### config.mk
export PLATFORM = sky130hd
export DESIGN_NAME = fpxu_top
export DESIGN_NICKNAME = d
export VERILOG_FILES = /design/src/logic/fpxu_top.v
export VERILOG_INCLUDE_DIRS = /design/src /design/src/logic
export SDC_FILE = /design/constraint.sdc
export NUM_CORES = 1
export LEC_CHECK = 0
export BUFFER_PORTS_ARGS = -buffer_cell sky130_fd_sc_hd__buf_2
export CELL_PAD_IN_SITES_DETAIL_PLACEMENT = 1
export CELL_PAD_IN_SITES_GLOBAL_PLACEMENT = 1
export CORE_MARGIN = 5
export CORE_UTILIZATION = 36
export DETAILED_ROUTE_END_ITERATION = 10
export PLACE_DENSITY_LB_ADDON = 0.1
export SLEW_MARGIN = 40
export SYNTH_ARGS = -nofsm -noshare
export SYNTH_HDL_FRONTEND = slang
export SYNTH_SLANG_ARGS = --single-unit
### constraint.sdc
create_clock -name CLK_I -period 4.58 [get_ports CLK_I]
set_clock_uncertainty 0.1 [all_clocks]
set_input_delay 0.687 -clock CLK_I [delete_from_list [all_inputs] [get_ports CLK_I]]
set_output_delay 0.687 -clock CLK_I [all_outputs]
set_load 0.05 [all_outputs]
### src/logic/fpxu_map.vh
// Purpose: constants for the floating-point exception flag/mask unit
// Assumes: included by fpxu_top.v only
// Notes:   register offsets are byte addresses on the plain register port
`ifndef FPXU_MAP_VH
`define FPXU_MAP_VH

// register offsets
`define FPXU_OFS_STK_CTRL   8'h00
`define FPXU_OFS_STK_STAT   8'h04
`define FPXU_OFS_SIMD_CSR   8'h08

// exception class bit positions, shared by flags and masks
`define FPXU_B_INVALID      0
`define FPXU_B_DENORM       1
`define FPXU_B_ZDIV         2
`define FPXU_B_OVF          3
`define FPXU_B_UNF          4
`define FPXU_B_PREC         5

// field positions
`define FPXU_STK_RC_LO      10
`define FPXU_SIMD_MASK_LO   7
`define FPXU_SIMD_RC_LO     13

// reset values
`define FPXU_RST_MASKS      6'h3f
`define FPXU_RST_FLAGS      6'h00
`define FPXU_RST_RC         2'h0

// rounding control encodings
`define FPXU_RC_NEAR        2'h0
`define FPXU_RC_DOWN        2'h1
`define FPXU_RC_UP          2'h2
`define FPXU_RC_ZERO        2'h3

// destination formats
`define FPXU_FMT_SGL        2'h0
`define FPXU_FMT_DBL        2'h1
`define FPXU_FMT_EXT        2'h2

// overflow thresholds on the unbiased rounded exponent
`define FPXU_OVF_SGL        18'sh00080
`define FPXU_OVF_DBL        18'sh00400
`define FPXU_OVF_EXT        18'sh04000

// default result kinds
`define FPXU_K_INDEF        2'h0
`define FPXU_K_INF          2'h1
`define FPXU_K_MAXFIN       2'h2

`endif

### src/logic/fpxu_top.v
// Purpose: exception flag/mask logic for a scalar stack unit and a packed simd unit
// Assumes: the datapath flags operand and result conditions; inputs synchronous to CLK_I
// Notes:   register map on the plain port, byte offsets
//          0x00 stack control: masks [5:0], rounding field [11:10]
//          0x04 stack status: sticky flags [5:0]
//          0x08 simd control/status: flags [5:0], masks [12:7], rounding field [14:13]
//          flag order: invalid, denormal, zero-divide, overflow, underflow, precision
//          a flag write replaces the word, yet an event in that same cycle still sets
//          underflow and precision are flagged and trapped; no denormal result is built
//          the only priority kept is invalid over zero-divide
// Notes on behaviour
// [RULE1] invalid, zero-divide, denormal checked before computing
// [RULE2] overflow, underflow, precision checked after computing
// [RULE3] six flags, six masks; flag first, then mask
// [RULE4] masked class gives default result, no trap
// [RULE5] unmasked class invokes the software handler
// [RULE6] flags sticky until software clears them
// [RULE7] stack flags status 0-5, masks control 0-5
// [RULE8] simd flags 0-5, masks 7-12 one register
// [RULE9] stack and simd bit sets act independently
// [RULE10] masked response continues same instruction
// [RULE11] masked invalid writes indefinite quiet nan
// [RULE12] unmasked invalid traps, operands untouched
// [RULE13] masked denormal sets flag, keeps executing
// [RULE14] unmasked denormal traps, operands untouched
// [RULE15] masked zero-divide returns xor-signed infinity
// [RULE16] unmasked zero-divide traps, operands untouched
// [RULE17] overflow at 2^128, 2^1024, 2^16384
// [RULE18] masked overflow result chosen by rounding mode
// [RULE19] unmasked overflow: simd untouched, stack stores biased
// [RULE20] rounding codes: 00 near,01 down,10 up,11 zero
// [RULE21] rounding field stack bits 10-11, simd 13-14
`timescale 1ns/1ns
`include "fpxu_map.vh"

module fpxu_top (
	input  wire        CLK_I,
	input  wire        RSTN_I,
	input  wire [7:0]  ADDR_I,
	input  wire [31:0] WDATA_I,
	input  wire        WR_I,
	input  wire        RD_I,
	output reg  [31:0] RDATA_O,
	input  wire        PRE_VALID_I,
	input  wire        PRE_UNIT_I,
	input  wire [1:0]  PRE_FMT_I,
	input  wire        PRE_INVALID_I,
	input  wire        PRE_DENORM_I,
	input  wire        PRE_ZDIV_I,
	input  wire        PRE_SIGN_A_I,
	input  wire        PRE_SIGN_B_I,
	input  wire        POST_VALID_I,
	input  wire [17:0] POST_EXP_I,
	input  wire        POST_SIGN_I,
	input  wire        POST_TINY_I,
	input  wire        POST_INEXACT_I,
	input  wire [79:0] POST_DATA_I,
	input  wire [79:0] POST_BIASED_I,
	output wire        BUSY_O,
	output reg         GO_ON_O,
	output reg         TRAP_O,
	output reg         TRAP_UNIT_O,
	output reg         DEST_WE_O,
	output reg  [79:0] DEST_DATA_O,
	output reg         DONE_O
);

	// one-hot states
	// idle takes operand checks, comp waits for the rounded result
	localparam [1:0] ST_IDLE = 2'h1;
	localparam [1:0] ST_COMP = 2'h2;

	reg  [1:0]  state_q;
	reg  [1:0]  state_d;
	// architectural state: control fields and sticky flags of each unit
	reg  [5:0]  stk_mask_q;
	reg  [1:0]  stk_rc_q;
	reg  [5:0]  stk_flag_q;
	reg  [5:0]  simd_mask_q;
	reg  [1:0]  simd_rc_q;
	reg  [5:0]  simd_flag_q;
	// instruction context, captured when the operand check is taken
	reg         unit_q;
	reg  [1:0]  fmt_q;

	// state decode, one bit per state
	wire        idle = state_q[0];
	wire        comp = state_q[1];

	// builds a default result in the low bits of an 80-bit destination
	// indefinite is a negative quiet nan with the top fraction bit set
	function [79:0] fpxu_encode;
		input [1:0] kind;
		input       sgn;
		input [1:0] fmt;
		begin
			fpxu_encode = 80'h0;
			case (fmt)
				`FPXU_FMT_SGL: begin
					case (kind)
						`FPXU_K_INDEF: fpxu_encode = {48'h0, 1'b1, 8'hff, 23'h400000};
						`FPXU_K_INF:   fpxu_encode = {48'h0, sgn, 8'hff, 23'h000000};
						default:       fpxu_encode = {48'h0, sgn, 8'hfe, 23'h7fffff};
					endcase
				end
				`FPXU_FMT_DBL: begin
					case (kind)
						`FPXU_K_INDEF: fpxu_encode = {16'h0, 1'b1, 11'h7ff, 52'h8000000000000};
						`FPXU_K_INF:   fpxu_encode = {16'h0, sgn, 11'h7ff, 52'h0000000000000};
						default:       fpxu_encode = {16'h0, sgn, 11'h7fe, 52'hfffffffffffff};
					endcase
				end
				default: begin
					case (kind)
						`FPXU_K_INDEF: fpxu_encode = {1'b1, 15'h7fff, 64'hc000000000000000};
						`FPXU_K_INF:   fpxu_encode = {sgn, 15'h7fff, 64'h8000000000000000};
						default:       fpxu_encode = {sgn, 15'h7ffe, 64'hffffffffffffffff};
					endcase
				end
			endcase
		end
	endfunction

	// masked overflow answer: infinity or largest finite, by rounding mode
	// directed modes reach infinity only on the side they round toward
	function [1:0] fpxu_ovf_kind;
		input [1:0] rc;
		input       sgn;
		begin
			case (rc)
				`FPXU_RC_NEAR: fpxu_ovf_kind = `FPXU_K_INF;
				`FPXU_RC_DOWN: fpxu_ovf_kind = sgn ? `FPXU_K_INF : `FPXU_K_MAXFIN;
				`FPXU_RC_UP:   fpxu_ovf_kind = sgn ? `FPXU_K_MAXFIN : `FPXU_K_INF;
				default:       fpxu_ovf_kind = `FPXU_K_MAXFIN;
			endcase
		end
	endfunction

	// sticky flags: software write replaces, a new event in the same cycle wins
	// the or after the mux is what lets an event beat a clear
	function [5:0] fpxu_flag_next;
		input [5:0] cur;
		input       wr;
		input [5:0] wval;
		input [5:0] ev;
		begin
			fpxu_flag_next = (wr ? wval : cur) | ev;
		end
	endfunction

	// overflow threshold per destination format
	// the exponent is that of the rounded magnitude, so equality already overflows
	function fpxu_is_ovf;
		input [17:0] ex;
		input [1:0]  fmt;
		begin
			case (fmt)
				`FPXU_FMT_SGL: fpxu_is_ovf = $signed(ex) >= `FPXU_OVF_SGL;
				`FPXU_FMT_DBL: fpxu_is_ovf = $signed(ex) >= `FPXU_OVF_DBL;
				default:       fpxu_is_ovf = $signed(ex) >= `FPXU_OVF_EXT;
			endcase
		end
	endfunction

	// classes found before the arithmetic, the rest only after it
	localparam [5:0] PRE_CLASSES = 6'h07; // RULE1 RULE2

	// unit select for six-bit words, so neither unit sees the other's bits
	function [5:0] fpxu_pick6;
		input       simd;
		input [5:0] stk_val;
		input [5:0] simd_val;
		begin
			fpxu_pick6 = simd ? simd_val : stk_val;
		end
	endfunction

	// one offset match, shared by every write decode
	function fpxu_hit;
		input [7:0] addr;
		input [7:0] ofs;
		begin
			fpxu_hit = (addr == ofs);
		end
	endfunction

	// operand checks are taken only while idle, before any arithmetic
	// a request while busy is dropped and sets no flag
	wire        pre_take = PRE_VALID_I & idle; // RULE1
	wire        post_take = POST_VALID_I & comp; // RULE2

	// each unit only sees its own masks and rounding field
	wire [5:0]  pre_mask = fpxu_pick6(PRE_UNIT_I, stk_mask_q, simd_mask_q); // RULE9
	wire [5:0]  cur_mask = fpxu_pick6(unit_q, stk_mask_q, simd_mask_q); // RULE9
	wire [1:0]  cur_rc = unit_q ? simd_rc_q : stk_rc_q; // RULE9

	// pre-computation events; invalid outranks zero-divide
	// so that a masked pair owes only one default result
	wire        pre_inv = PRE_INVALID_I;
	wire        pre_zdv = PRE_ZDIV_I & ~PRE_INVALID_I;
	wire        pre_den = PRE_DENORM_I;
	wire [5:0]  pre_ev;
	assign pre_ev[`FPXU_B_INVALID] = pre_take & pre_inv;
	assign pre_ev[`FPXU_B_DENORM]  = pre_take & pre_den;
	assign pre_ev[`FPXU_B_ZDIV]    = pre_take & pre_zdv;
	assign pre_ev[`FPXU_B_OVF]     = 1'b0;
	assign pre_ev[`FPXU_B_UNF]     = 1'b0;
	assign pre_ev[`FPXU_B_PREC]    = 1'b0;
	wire        pre_trap = |(pre_ev & ~pre_mask); // RULE5
	wire        pre_fin = pre_ev[`FPXU_B_INVALID] | pre_ev[`FPXU_B_ZDIV];

	// post-computation events from the rounded result
	// tiny alone sets underflow; inexactness is not looked at for it
	wire        post_ovf = fpxu_is_ovf(POST_EXP_I, fmt_q); // RULE17
	wire [5:0]  post_ev;
	assign post_ev[`FPXU_B_INVALID] = 1'b0;
	assign post_ev[`FPXU_B_DENORM]  = 1'b0;
	assign post_ev[`FPXU_B_ZDIV]    = 1'b0;
	assign post_ev[`FPXU_B_OVF]     = post_take & post_ovf; // RULE2
	assign post_ev[`FPXU_B_UNF]     = post_take & POST_TINY_I; // RULE2
	assign post_ev[`FPXU_B_PREC]    = post_take & POST_INEXACT_I; // RULE2
	wire        post_trap = |(post_ev & ~cur_mask); // RULE5
	wire        ovf_unm = post_ev[`FPXU_B_OVF] & ~cur_mask[`FPXU_B_OVF];
	wire        unf_unm = post_ev[`FPXU_B_UNF] & ~cur_mask[`FPXU_B_UNF];

	// route events to the unit that raised them
	// one instruction is served at a time, so the units never share a cycle
	wire        ev_unit = idle ? PRE_UNIT_I : unit_q;
	wire [5:0]  ev_all;
	genvar      gi;

	// each class takes its event from the phase in which it is detected
	generate
		for (gi = 0; gi < 6; gi = gi + 1) begin : g_cls
			assign ev_all[gi] = PRE_CLASSES[gi] ? pre_ev[gi] : post_ev[gi]; // RULE1 RULE2
		end
	endgenerate
	wire [5:0]  stk_ev = ev_unit ? 6'h00 : ev_all; // RULE9
	wire [5:0]  simd_ev = ev_unit ? ev_all : 6'h00; // RULE9

	// register write decode; unmapped offsets match nothing, so such writes drop
	wire        wr_sctl = WR_I & fpxu_hit(ADDR_I, `FPXU_OFS_STK_CTRL);
	wire        wr_ssts = WR_I & fpxu_hit(ADDR_I, `FPXU_OFS_STK_STAT);
	wire        wr_csr = WR_I & fpxu_hit(ADDR_I, `FPXU_OFS_SIMD_CSR);

	// read words assembled once, so the read process only selects
	wire [31:0] stk_ctrl_word = {20'h0, stk_rc_q, 4'h0, stk_mask_q}; // RULE7 RULE21
	wire [31:0] stk_stat_word = {26'h0, stk_flag_q}; // RULE7
	wire [31:0] simd_csr_word = {17'h0, simd_rc_q, simd_mask_q, 1'b0, simd_flag_q}; // RULE8 RULE21

	// control fields and sticky flags
	// masks and rounding move only on a write; flags also take events
	always @(posedge CLK_I or negedge RSTN_I) begin
		if (!RSTN_I) begin
			stk_mask_q  <= `FPXU_RST_MASKS;
			stk_rc_q    <= `FPXU_RST_RC;
			stk_flag_q  <= `FPXU_RST_FLAGS;
			simd_mask_q <= `FPXU_RST_MASKS;
			simd_rc_q   <= `FPXU_RST_RC;
			simd_flag_q <= `FPXU_RST_FLAGS;
		end else begin
			if (wr_sctl) begin
				stk_mask_q <= WDATA_I[5:0]; // RULE7
				stk_rc_q   <= WDATA_I[`FPXU_STK_RC_LO +: 2]; // RULE21
			end
			if (wr_csr) begin
				simd_mask_q <= WDATA_I[`FPXU_SIMD_MASK_LO +: 6]; // RULE8
				simd_rc_q   <= WDATA_I[`FPXU_SIMD_RC_LO +: 2]; // RULE21
			end
			// flags are set on the same edge that registers the response
			stk_flag_q  <= fpxu_flag_next(stk_flag_q, wr_ssts, WDATA_I[5:0], stk_ev); // RULE3 RULE6 RULE7
			simd_flag_q <= fpxu_flag_next(simd_flag_q, wr_csr, WDATA_I[5:0], simd_ev); // RULE3 RULE6 RULE8
		end
	end

	// read data stands in the cycle after the strobe only
	// zero outside that cycle keeps a shared read bus quiet
	always @(posedge CLK_I or negedge RSTN_I) begin
		if (!RSTN_I) begin
			RDATA_O <= 32'h0;
		end else if (RD_I) begin
			case (ADDR_I)
				`FPXU_OFS_STK_CTRL: RDATA_O <= stk_ctrl_word; // RULE7 RULE21
				`FPXU_OFS_STK_STAT: RDATA_O <= stk_stat_word; // RULE7
				`FPXU_OFS_SIMD_CSR: RDATA_O <= simd_csr_word; // RULE8 RULE21
				default:            RDATA_O <= 32'h0;
			endcase
		end else begin
			RDATA_O <= 32'h0;
		end
	end

	// sequencer: wait for the result only when the instruction goes on
	// a trap or a masked invalid or zero-divide ends the instruction while idle
	always @* begin
		state_d = state_q;
		case (state_q)
			ST_IDLE: begin
				if (pre_take & ~pre_trap & ~pre_fin) begin
					state_d = ST_COMP; // RULE10 RULE13
				end
			end
			ST_COMP: begin
				if (post_take) begin
					state_d = ST_IDLE;
				end
			end
			default: state_d = ST_IDLE;
		endcase
	end

	// busy follows the state directly, so a request in the done cycle is taken
	assign BUSY_O = comp;

	// responses; operand and simd traps never write; a stack result trap writes biased, overflow-default or rounded data
	always @(posedge CLK_I or negedge RSTN_I) begin
		if (!RSTN_I) begin
			state_q     <= ST_IDLE;
			unit_q      <= 1'b0;
			fmt_q       <= `FPXU_FMT_SGL;
			GO_ON_O     <= 1'b0;
			TRAP_O      <= 1'b0;
			TRAP_UNIT_O <= 1'b0;
			DEST_WE_O   <= 1'b0;
			DEST_DATA_O <= 80'h0;
			DONE_O      <= 1'b0;
		end else begin
			state_q   <= state_d;
			GO_ON_O   <= 1'b0;
			TRAP_O    <= 1'b0;
			DEST_WE_O <= 1'b0;
			DONE_O    <= 1'b0;
			// operand path: answered one cycle after the check is taken
			if (pre_take) begin
				unit_q <= PRE_UNIT_I;
				fmt_q  <= PRE_FMT_I;
				if (pre_trap) begin
					// operands and destination left as they were
					TRAP_O      <= 1'b1; // RULE5 RULE12 RULE14 RULE16
					TRAP_UNIT_O <= PRE_UNIT_I;
					DONE_O      <= 1'b1;
				end else if (pre_inv) begin
					DEST_WE_O   <= 1'b1; // RULE4 RULE11
					DEST_DATA_O <= fpxu_encode(`FPXU_K_INDEF, 1'b1, PRE_FMT_I); // RULE11
					DONE_O      <= 1'b1;
				end else if (pre_zdv) begin
					DEST_WE_O   <= 1'b1; // RULE4 RULE15
					DEST_DATA_O <= fpxu_encode(`FPXU_K_INF, PRE_SIGN_A_I ^ PRE_SIGN_B_I, PRE_FMT_I); // RULE15
					DONE_O      <= 1'b1;
				end else begin
					GO_ON_O <= 1'b1; // RULE10 RULE13
				end
			end else if (post_take) begin
				// result path: trap and destination write are decided together
				DONE_O <= 1'b1;
				if (post_trap) begin
					TRAP_O      <= 1'b1; // RULE5
					TRAP_UNIT_O <= unit_q;
				end
				// simd traps keep the destination; stack keeps a biased value on unmasked overflow or underflow
				if (post_trap & unit_q) begin
					DEST_WE_O <= 1'b0; // RULE19
				end else if (ovf_unm | (post_trap & unf_unm)) begin
					DEST_WE_O   <= 1'b1; // RULE19
					DEST_DATA_O <= POST_BIASED_I; // RULE19
				end else if (post_ev[`FPXU_B_OVF]) begin
					// masked overflow swaps the rounded data for the rounding-mode default
					DEST_WE_O   <= 1'b1; // RULE4 RULE18
					DEST_DATA_O <= fpxu_encode(fpxu_ovf_kind(cur_rc, POST_SIGN_I), POST_SIGN_I, fmt_q); // RULE18 RULE20
				end else begin
					// no overflow: rounded data goes through, under a precision trap as well
					DEST_WE_O   <= 1'b1;
					DEST_DATA_O <= POST_DATA_I;
				end
			end
		end
	end

endmodule

; After elaboration in Yosys (flattened, before gate mapping)
; Cells that the tools add are included.
[word_totals]
ff_bits = 150
in_bits = 235
out_inout_bits = 118
elab_cells = 135
[classes]
magnitude_cmp = 3
n_eq_ne = 15
mux = 57
bitwise = 32
n_reduce_logical = 12
[op_table]
columns = cell, count
row1 = $mux W80, 8
row2 = $pmux W80 S2, 4
row3 = $pmux W64 S2, 1
row4 = $pmux W32 S2, 1
row5 = $pmux W15 S3, 1
row6 = $mux W6, 6
row7 = $mux W32, 1
row8 = $mux W1, 22
row9 = $mux W2, 10
row10 = $and A1 B1 Y1, 18
row11 = $ge A18 B12 Y1 const B, 1
row12 = $ge A18 B16 Y1 const B, 1
row13 = $ge A18 B9 Y1 const B, 1
row14 = $not A6 Y6, 2
row15 = $or A6 B6 Y6, 2
row16 = $reduce_or A6 Y1, 2
row17 = $eq A2 B1 Y1 const B, 5
row18 = $eq A8 B3 Y1 const B, 1
row19 = $eq A8 B4 Y1 const B, 1
row20 = $logic_not A2 Y1, 4
row21 = $logic_not A8 Y1, 1
row22 = $ne A2 B2 Y1 const B, 4
row23 = $and A3 B6 Y6, 1
row24 = $and A6 B6 Y6, 1
row25 = other kinds (13), 20

; Longest topological paths before layout
[depth]
word_depth = 19
ltp_mapped = 10

; Worst setup path after synthesis
; No wires, ideal clock.
[synth_path]
path_kind = input to register
from = in ADDR_I[5]
to = reg simd_mask_q[1]
t_arrival_ps = 2373
required_time_ps = 4398
setup_slack_ps = 2024
stages = 6
path_buffers = 2
path_cell_list = or4_1 > nor4_1 > and3_1 > buf_2 > buf_4 > mux2_2
[synth_via]
elab_chain_len = 2
[synth_lines]
columns = item, line_no
row1 = start: declaration, fpxu_top.v:39  ; input wire [7:0] ADDR_I,
row2 = $eq A8 B4 Y1, fpxu_top.v:183  ; fpxu_hit = (addr == ofs);
row3 = $and A1 B1 Y1, fpxu_top.v:244  ; wire wr_csr = WR_I & fpxu_hit(ADDR_I, `FPXU_OFS_SIMD_CSR);
row4 = end signal: assignment, fpxu_top.v:258  ; simd_mask_q <= `FPXU_RST_MASKS;
row5 = end signal: assignment, fpxu_top.v:267  ; simd_mask_q <= WDATA_I[`FPXU_SIMD_MASK_LO +: 6];
row6 = end: declaration, fpxu_top.v:79  ; reg [5:0] simd_mask_q;
; Every way passes these cells.
; A chain may end at the register's enable or synchronous reset.

; Final worst setup path
[layout_path]
from = reg fmt_q[1]
to = reg DEST_DATA_O[56]
[layout_via]
elab_chain_len = 11
elab_cells_between_ends = 18
classes_between = eq/ne: 2 / mux: 7 / bitwise: 6 / reduce/logical: 3
[layout_lines]
columns = item, line_no
row1 = start: declaration, fpxu_top.v:84  ; reg [1:0] fmt_q;
row2 = start signal: assignment, fpxu_top.v:320  ; fmt_q <= `FPXU_FMT_SGL;
row3 = $eq A2 B1 Y1 / $logic_not A2 Y1 (equally long branches), "fpxu_top.v:98, fpxu_top.v:157"
row4 = $pmux W1 S2, fpxu_top.v:157  ; case (fmt)
row5 = $and A1 B1 Y1, fpxu_top.v:219  ; assign post_ev[`FPXU_B_OVF] = post_take & post_ovf;
row6 = $and A6 B6 Y6, fpxu_top.v:222  ; wire post_trap = |(post_ev & ~cur_mask);
row7 = $reduce_or A6 Y1, fpxu_top.v:222
row8 = $and A1 B1 Y1, fpxu_top.v:363  ; end else if (ovf_unm | (post_trap & unf_unm)) begin
row9 = $or A1 B1 Y1, fpxu_top.v:363
row10 = $mux W80, fpxu_top.v:363
row11 = $mux W80, fpxu_top.v:361  ; if (post_trap & unit_q) begin
row12 = $mux W80, fpxu_top.v:353  ; end else if (post_take) begin
row13 = $mux W80, fpxu_top.v:334  ; if (pre_take) begin
row14 = end signal: assignment, fpxu_top.v:344  ; DEST_DATA_O <= fpxu_encode(`FPXU_K_INDEF, 1'b1, PRE_FMT_I);
row15 = end signal: assignment, fpxu_top.v:348  ; DEST_DATA_O <= fpxu_encode(`FPXU_K_INF, PRE_SIGN_A_I ^ PRE_SIGN_B_I, PRE_FMT_I);
row16 = end signal: assignment, fpxu_top.v:369  ; DEST_DATA_O <= fpxu_encode(fpxu_ovf_kind(cur_rc, POST_SIGN_I), POST_SIGN_I, fmt_q);
row17 = end: declaration, fpxu_top.v:64  ; output reg [79:0] DEST_DATA_O,
; Parallel ways exist; a longest one is shown, timed or not. The select of a mux whose other input is x is not followed.

==> results by group <==
Outcome
  – Run status: finished, final reports clean

Timing
  – Pin slew with the least headroom to its limit: 745.3 ps
  – Final clock period utilization by the worst path: 70.21%
  – Sum of negative setup slack: 0 ps
  – Post-route worst hold slack: 153.1 ps
  – Finish-stage setup viols: 0
  – Unrepaired setup endpoints after global routing: false
  – Maximum clock frequency: 311.0 MHz
  – Final max-slew violation count: 0
  – Max transition margin: 50.32%
  – Min cycle time layout: 3216 ps
  – Hold Vio Cnt, Final: 0

CTS
  – CTS tree: yes
  – TritonCTS buffer count: 17
  – Longest Clk Path Bufs: 2
  – Buffer count from post-CTS setup fixing: 0
  – Buffer type at the clock tree root: sky130_fd_sc_hd__clkbuf_16
  – Number of gates resized after cts: 0
  – Number of clock sinks: 132
  – Hold buffer count at CTS: 0
  – H-Tree Level Count: 4
  – Clock-pin slew on the worst setup and hold paths: 60 ps
  – Worst skew pair latency: 420 ps

Placement
  – Number of I/O port buffers: 309
  – Post-detail-place hpwl: 18570 um
  – Placed Cells: 1265
  – Gp weighted congestion: 0.7651

Logic synthesis
  – Number of warnings reported in the yosys synthesis log: 0
  – Post-synthesis cell count: 740
  – Cell with the most instances after synthesis: sky130_fd_sc_hd__dfrtp_1
  – Most frequent cells after synthesis: 119 x sky130_fd_sc_hd__dfrtp_1, 76 x sky130_fd_sc_hd__a21oi_1, 73 x sky130_fd_sc_hd__nand2_1, 70 x sky130_fd_sc_hd__o21ai_0, 65 x sky130_fd_sc_hd__nor2_1
  – Synth Register Bits: 132
  – Number of synthesized flops with an enable pin: 0
  – Post-synthesis cell type with the largest combined area: sky130_fd_sc_hd__dfrtp_1
  – Main synth FF type: sky130_fd_sc_hd__dfrtp_1
  – Synth cell types: 58
  – Fraction of synthesized cell area taken by the top area cell type: 42.51%
  – Biggest area contributors in the synthesized netlist: sky130_fd_sc_hd__dfrtp_1 43%, sky130_fd_sc_hd__a21oi_1 5.4%, sky130_fd_sc_hd__o21ai_0 5.0%
  – Synthesized area: 0.007005 mm2
  – Portion of the post-synthesis area used by sequential elements: 47.38%
  – Share of synthesized flip-flops with an asynchronous set or reset: 100.0%
  – Mean instance size in the synthesized netlist: 9.467 um2

Cells and area
  – Core Util, Final: 48.25%
  – Share of final-layout standard cells stronger than drive strength 1: 39.50%
  – Non-Filler Instances: 1299
  – Area growth from synthesis to final layout: 33.17%
  – Final layout net count: 1255

Floorplanning
  – Initial Util: 36.23%
  – Area of the die: 0.02235 mm2
  – Horizontal die dimension: 149.5 um
  – Number of cell rows: 51
  – Core area: 0.01933 mm2
  – Die extent in y: 149.5 um
  – Number of top-level pins: 353

Power and ir drop
  – Portion of total power attributed to the clock network: 37.4%
  – Sequential Power Share: 35.4%
  – Int Pwr: 2581 uW
  – PnR Total Power: 3989 uW
  – IR Drop Worst-Case VDD: 0.2086 mV
  – Sw power: 1408 uW
  – Switching power share of the total: 35.30%
  – Leakage power figure: 0.004736 uW
  – Gate power share: 27.2%
  – Power density relative to cell area: 427.6 mW/mm2

Worst setup path
  – Type of origin of the critical path: flop
  – Critical-path cell list: or2_4 > o221a_4 > o311ai_1 > and2_4 > inv_2 > nand2_1 > o21ai_0
  – Crit Path Max Fanout: 46
  – Launching instance or port of the critical path: fmt_q[1]
  – CP Data Required Time: 4750 ps
  – Critical path's slowest cell: sky130_fd_sc_hd__and2_4
  – Worst endpoint data arrival time: 3390 ps
  – Critical Path Sink Type: flop
  – Startpoint-to-endpoint class of the critical path: reg -> reg
  – R2r startpoint: fmt_q[1]
  – CP peak stage delay: 530 ps

Routing
  – Final wirelength: 25170 um
  – Initial DRT Pass Iterations: 4
  – Via count: 6709
  – Remaining antenna violation count after routing: 0
  – Vias per inst: 5.165
  – Number of DRC violations after detailed routing: 0
  – Initial drt markers: 251
  – Routed wirelength normalized by instance count: 19.38 um

Worst hold path
  – Worst Hold Class: in -> async

Global route
  – Total routing resource utilization after global routing: 22.12%
  – Wire length of the first global-routing pass: 38700 um
  – Pin count of the biggest net entering global routing: 67
  – Number of antenna violations at the first check in global routing: 2
  – Remaining global-route overflow: 0
  – Vias in the first global route: 6942

Job
  – Count of maximum capacitance violations: 0
-- logic make-up (layout without fill, tap and decap cells) --
group | after synthesis | after routing | share of synthesized area [%]
mux | 49 | 49 | 7.591
buf+inv | 85 | 361 | 6.519
other cells | 1 | 19 | 0.05353
flops | 132 | 132 | 47.38
xor+xnor | 1 | 1 | 0.1250
simple gates | 181 | 181 | 11.36
compound gates | 291 | 291 | 26.97
-- final timing paths --
check / endpoint / slack (ps) / depth (start not counted)
worst min register to register: DEST_DATA_O[3] / 370 / 1
worst max register to register: DEST_DATA_O[56] / 1360 / 7
worst max-delay path: DEST_DATA_O[56] / 1360 / 7
min in group CLK_I: DEST_DATA_O[3] / 370 / 1
max in group asynchronous: stk_mask_q[4] / 3220 / 2
worst min-delay path: RDATA_O[10] / 150 / 1
-- per-layer routing --
layer | up-vias | share of wire (%) | GRT usage [%] | wire, um
met5 | - | 0.052 | 0 | 13
met4 | 2 | 1.4 | 6.270 | 348
met3 | 27 | 6.8 | 6.087 | 1721
met2 | 202 | 48 | 36.20 | 12160
met1 | 3270 | 43 | 28.88 | 10930
li1 | 3208 | - | - | -
-- critical path: cells and delay by family, from the launching register on --
family	cells	cell delay [ps]
flops	1	500
buf+inv	1	390
simple gates	3	1250
compound gates	3	810
-- area by class of cell --
class | instances | area [um2]
multi-input cells | 540 | 3323
inverters | 6 | 22.52
fillers | 2327 | 10010
diodes | 1 | 2.502
flip-flops and latches | 132 | 3319
clock inverters | 11 | 173.9
clock buffers | 21 | 470.5
repair buffers | 323 | 1685
well taps | 265 | 331.6
-- through the flow --
step / setup slack (ps) / instance area [um2]
final: 1364 / 9329
after global routing: 1144 / 9329
after CTS: 1356 / 9299
after detailed placement: 1052 / 8655
after global placement: 1158 / 8635
after floorplan: 2024 / 7069
-- power groups by stage --
| stage | Combinational [uW] | Clock (uW) | Sequential (uW) |
|---|---|---|---|
| CTS | 1090 | 1520 | 1410 |
| global route | 1160 | 1580 | 1430 |
| finish | 1080 | 1490 | 1410 |
| global placement | 1080 | 0 | 1430 |
| floorplan | 304 | 0 | 1880 |
| detailed placement | 1090 | 0 | 1430 |
-- sequential cells by signal, summed over array words and instances (netlist names) --
name         count
state_q          2
simd_flag_q      6
fmt_q            2
simd_mask_q      6
unit_q           1
stk_mask_q       6
DONE_O           1
stk_rc_q         2
TRAP_O           1
DEST_WE_O        1
stk_flag_q       6
simd_rc_q        2
GO_ON_O          1
TRAP_UNIT_O      1
DEST_DATA_O     80
RDATA_O         14
-- layout by cell type (no fill, tap or decap), types with 2 or more instances in the layout --
cell type / n
sky130_fd_sc_hd__dfstp_2: 13
sky130_fd_sc_hd__o22a_1: 15
sky130_fd_sc_hd__nand2_1: 72
sky130_fd_sc_hd__mux2_2: 23
sky130_fd_sc_hd__o21ai_1: 5
sky130_fd_sc_hd__o22ai_1: 3
sky130_fd_sc_hd__a211oi_1: 23
sky130_fd_sc_hd__and3_1: 4
sky130_fd_sc_hd__nand3_1: 5
sky130_fd_sc_hd__clkinvlp_4: 3
sky130_fd_sc_hd__a22o_1: 22
sky130_fd_sc_hd__bufinv_16: 4
sky130_fd_sc_hd__clkbuf_8: 3
sky130_fd_sc_hd__o21a_1: 7
sky130_fd_sc_hd__a21oi_1: 74
sky130_fd_sc_hd__a31oi_1: 2
sky130_fd_sc_hd__buf_2: 308
sky130_fd_sc_hd__and2_1: 8
sky130_fd_sc_hd__buf_4: 12
sky130_fd_sc_hd__nor2_1: 65
sky130_fd_sc_hd__nand2_2: 2
sky130_fd_sc_hd__mux2i_1: 25
sky130_fd_sc_hd__o31ai_1: 20
sky130_fd_sc_hd__nor3_1: 7
sky130_fd_sc_hd__inv_1: 5
sky130_fd_sc_hd__conb_1: 18
sky130_fd_sc_hd__a21oi_2: 3
sky130_fd_sc_hd__o31a_1: 9
sky130_fd_sc_hd__dfrtp_1: 119
sky130_fd_sc_hd__o21ai_0: 70
sky130_fd_sc_hd__a221o_1: 2
sky130_fd_sc_hd__o221ai_1: 2
sky130_fd_sc_hd__nand4b_1: 2
sky130_fd_sc_hd__inv_6: 2
sky130_fd_sc_hd__or3_1: 3
sky130_fd_sc_hd__clkbuf_16: 17
sky130_fd_sc_hd__a21o_1: 23
Note: power is estimated with default switching activity, not from simulation.
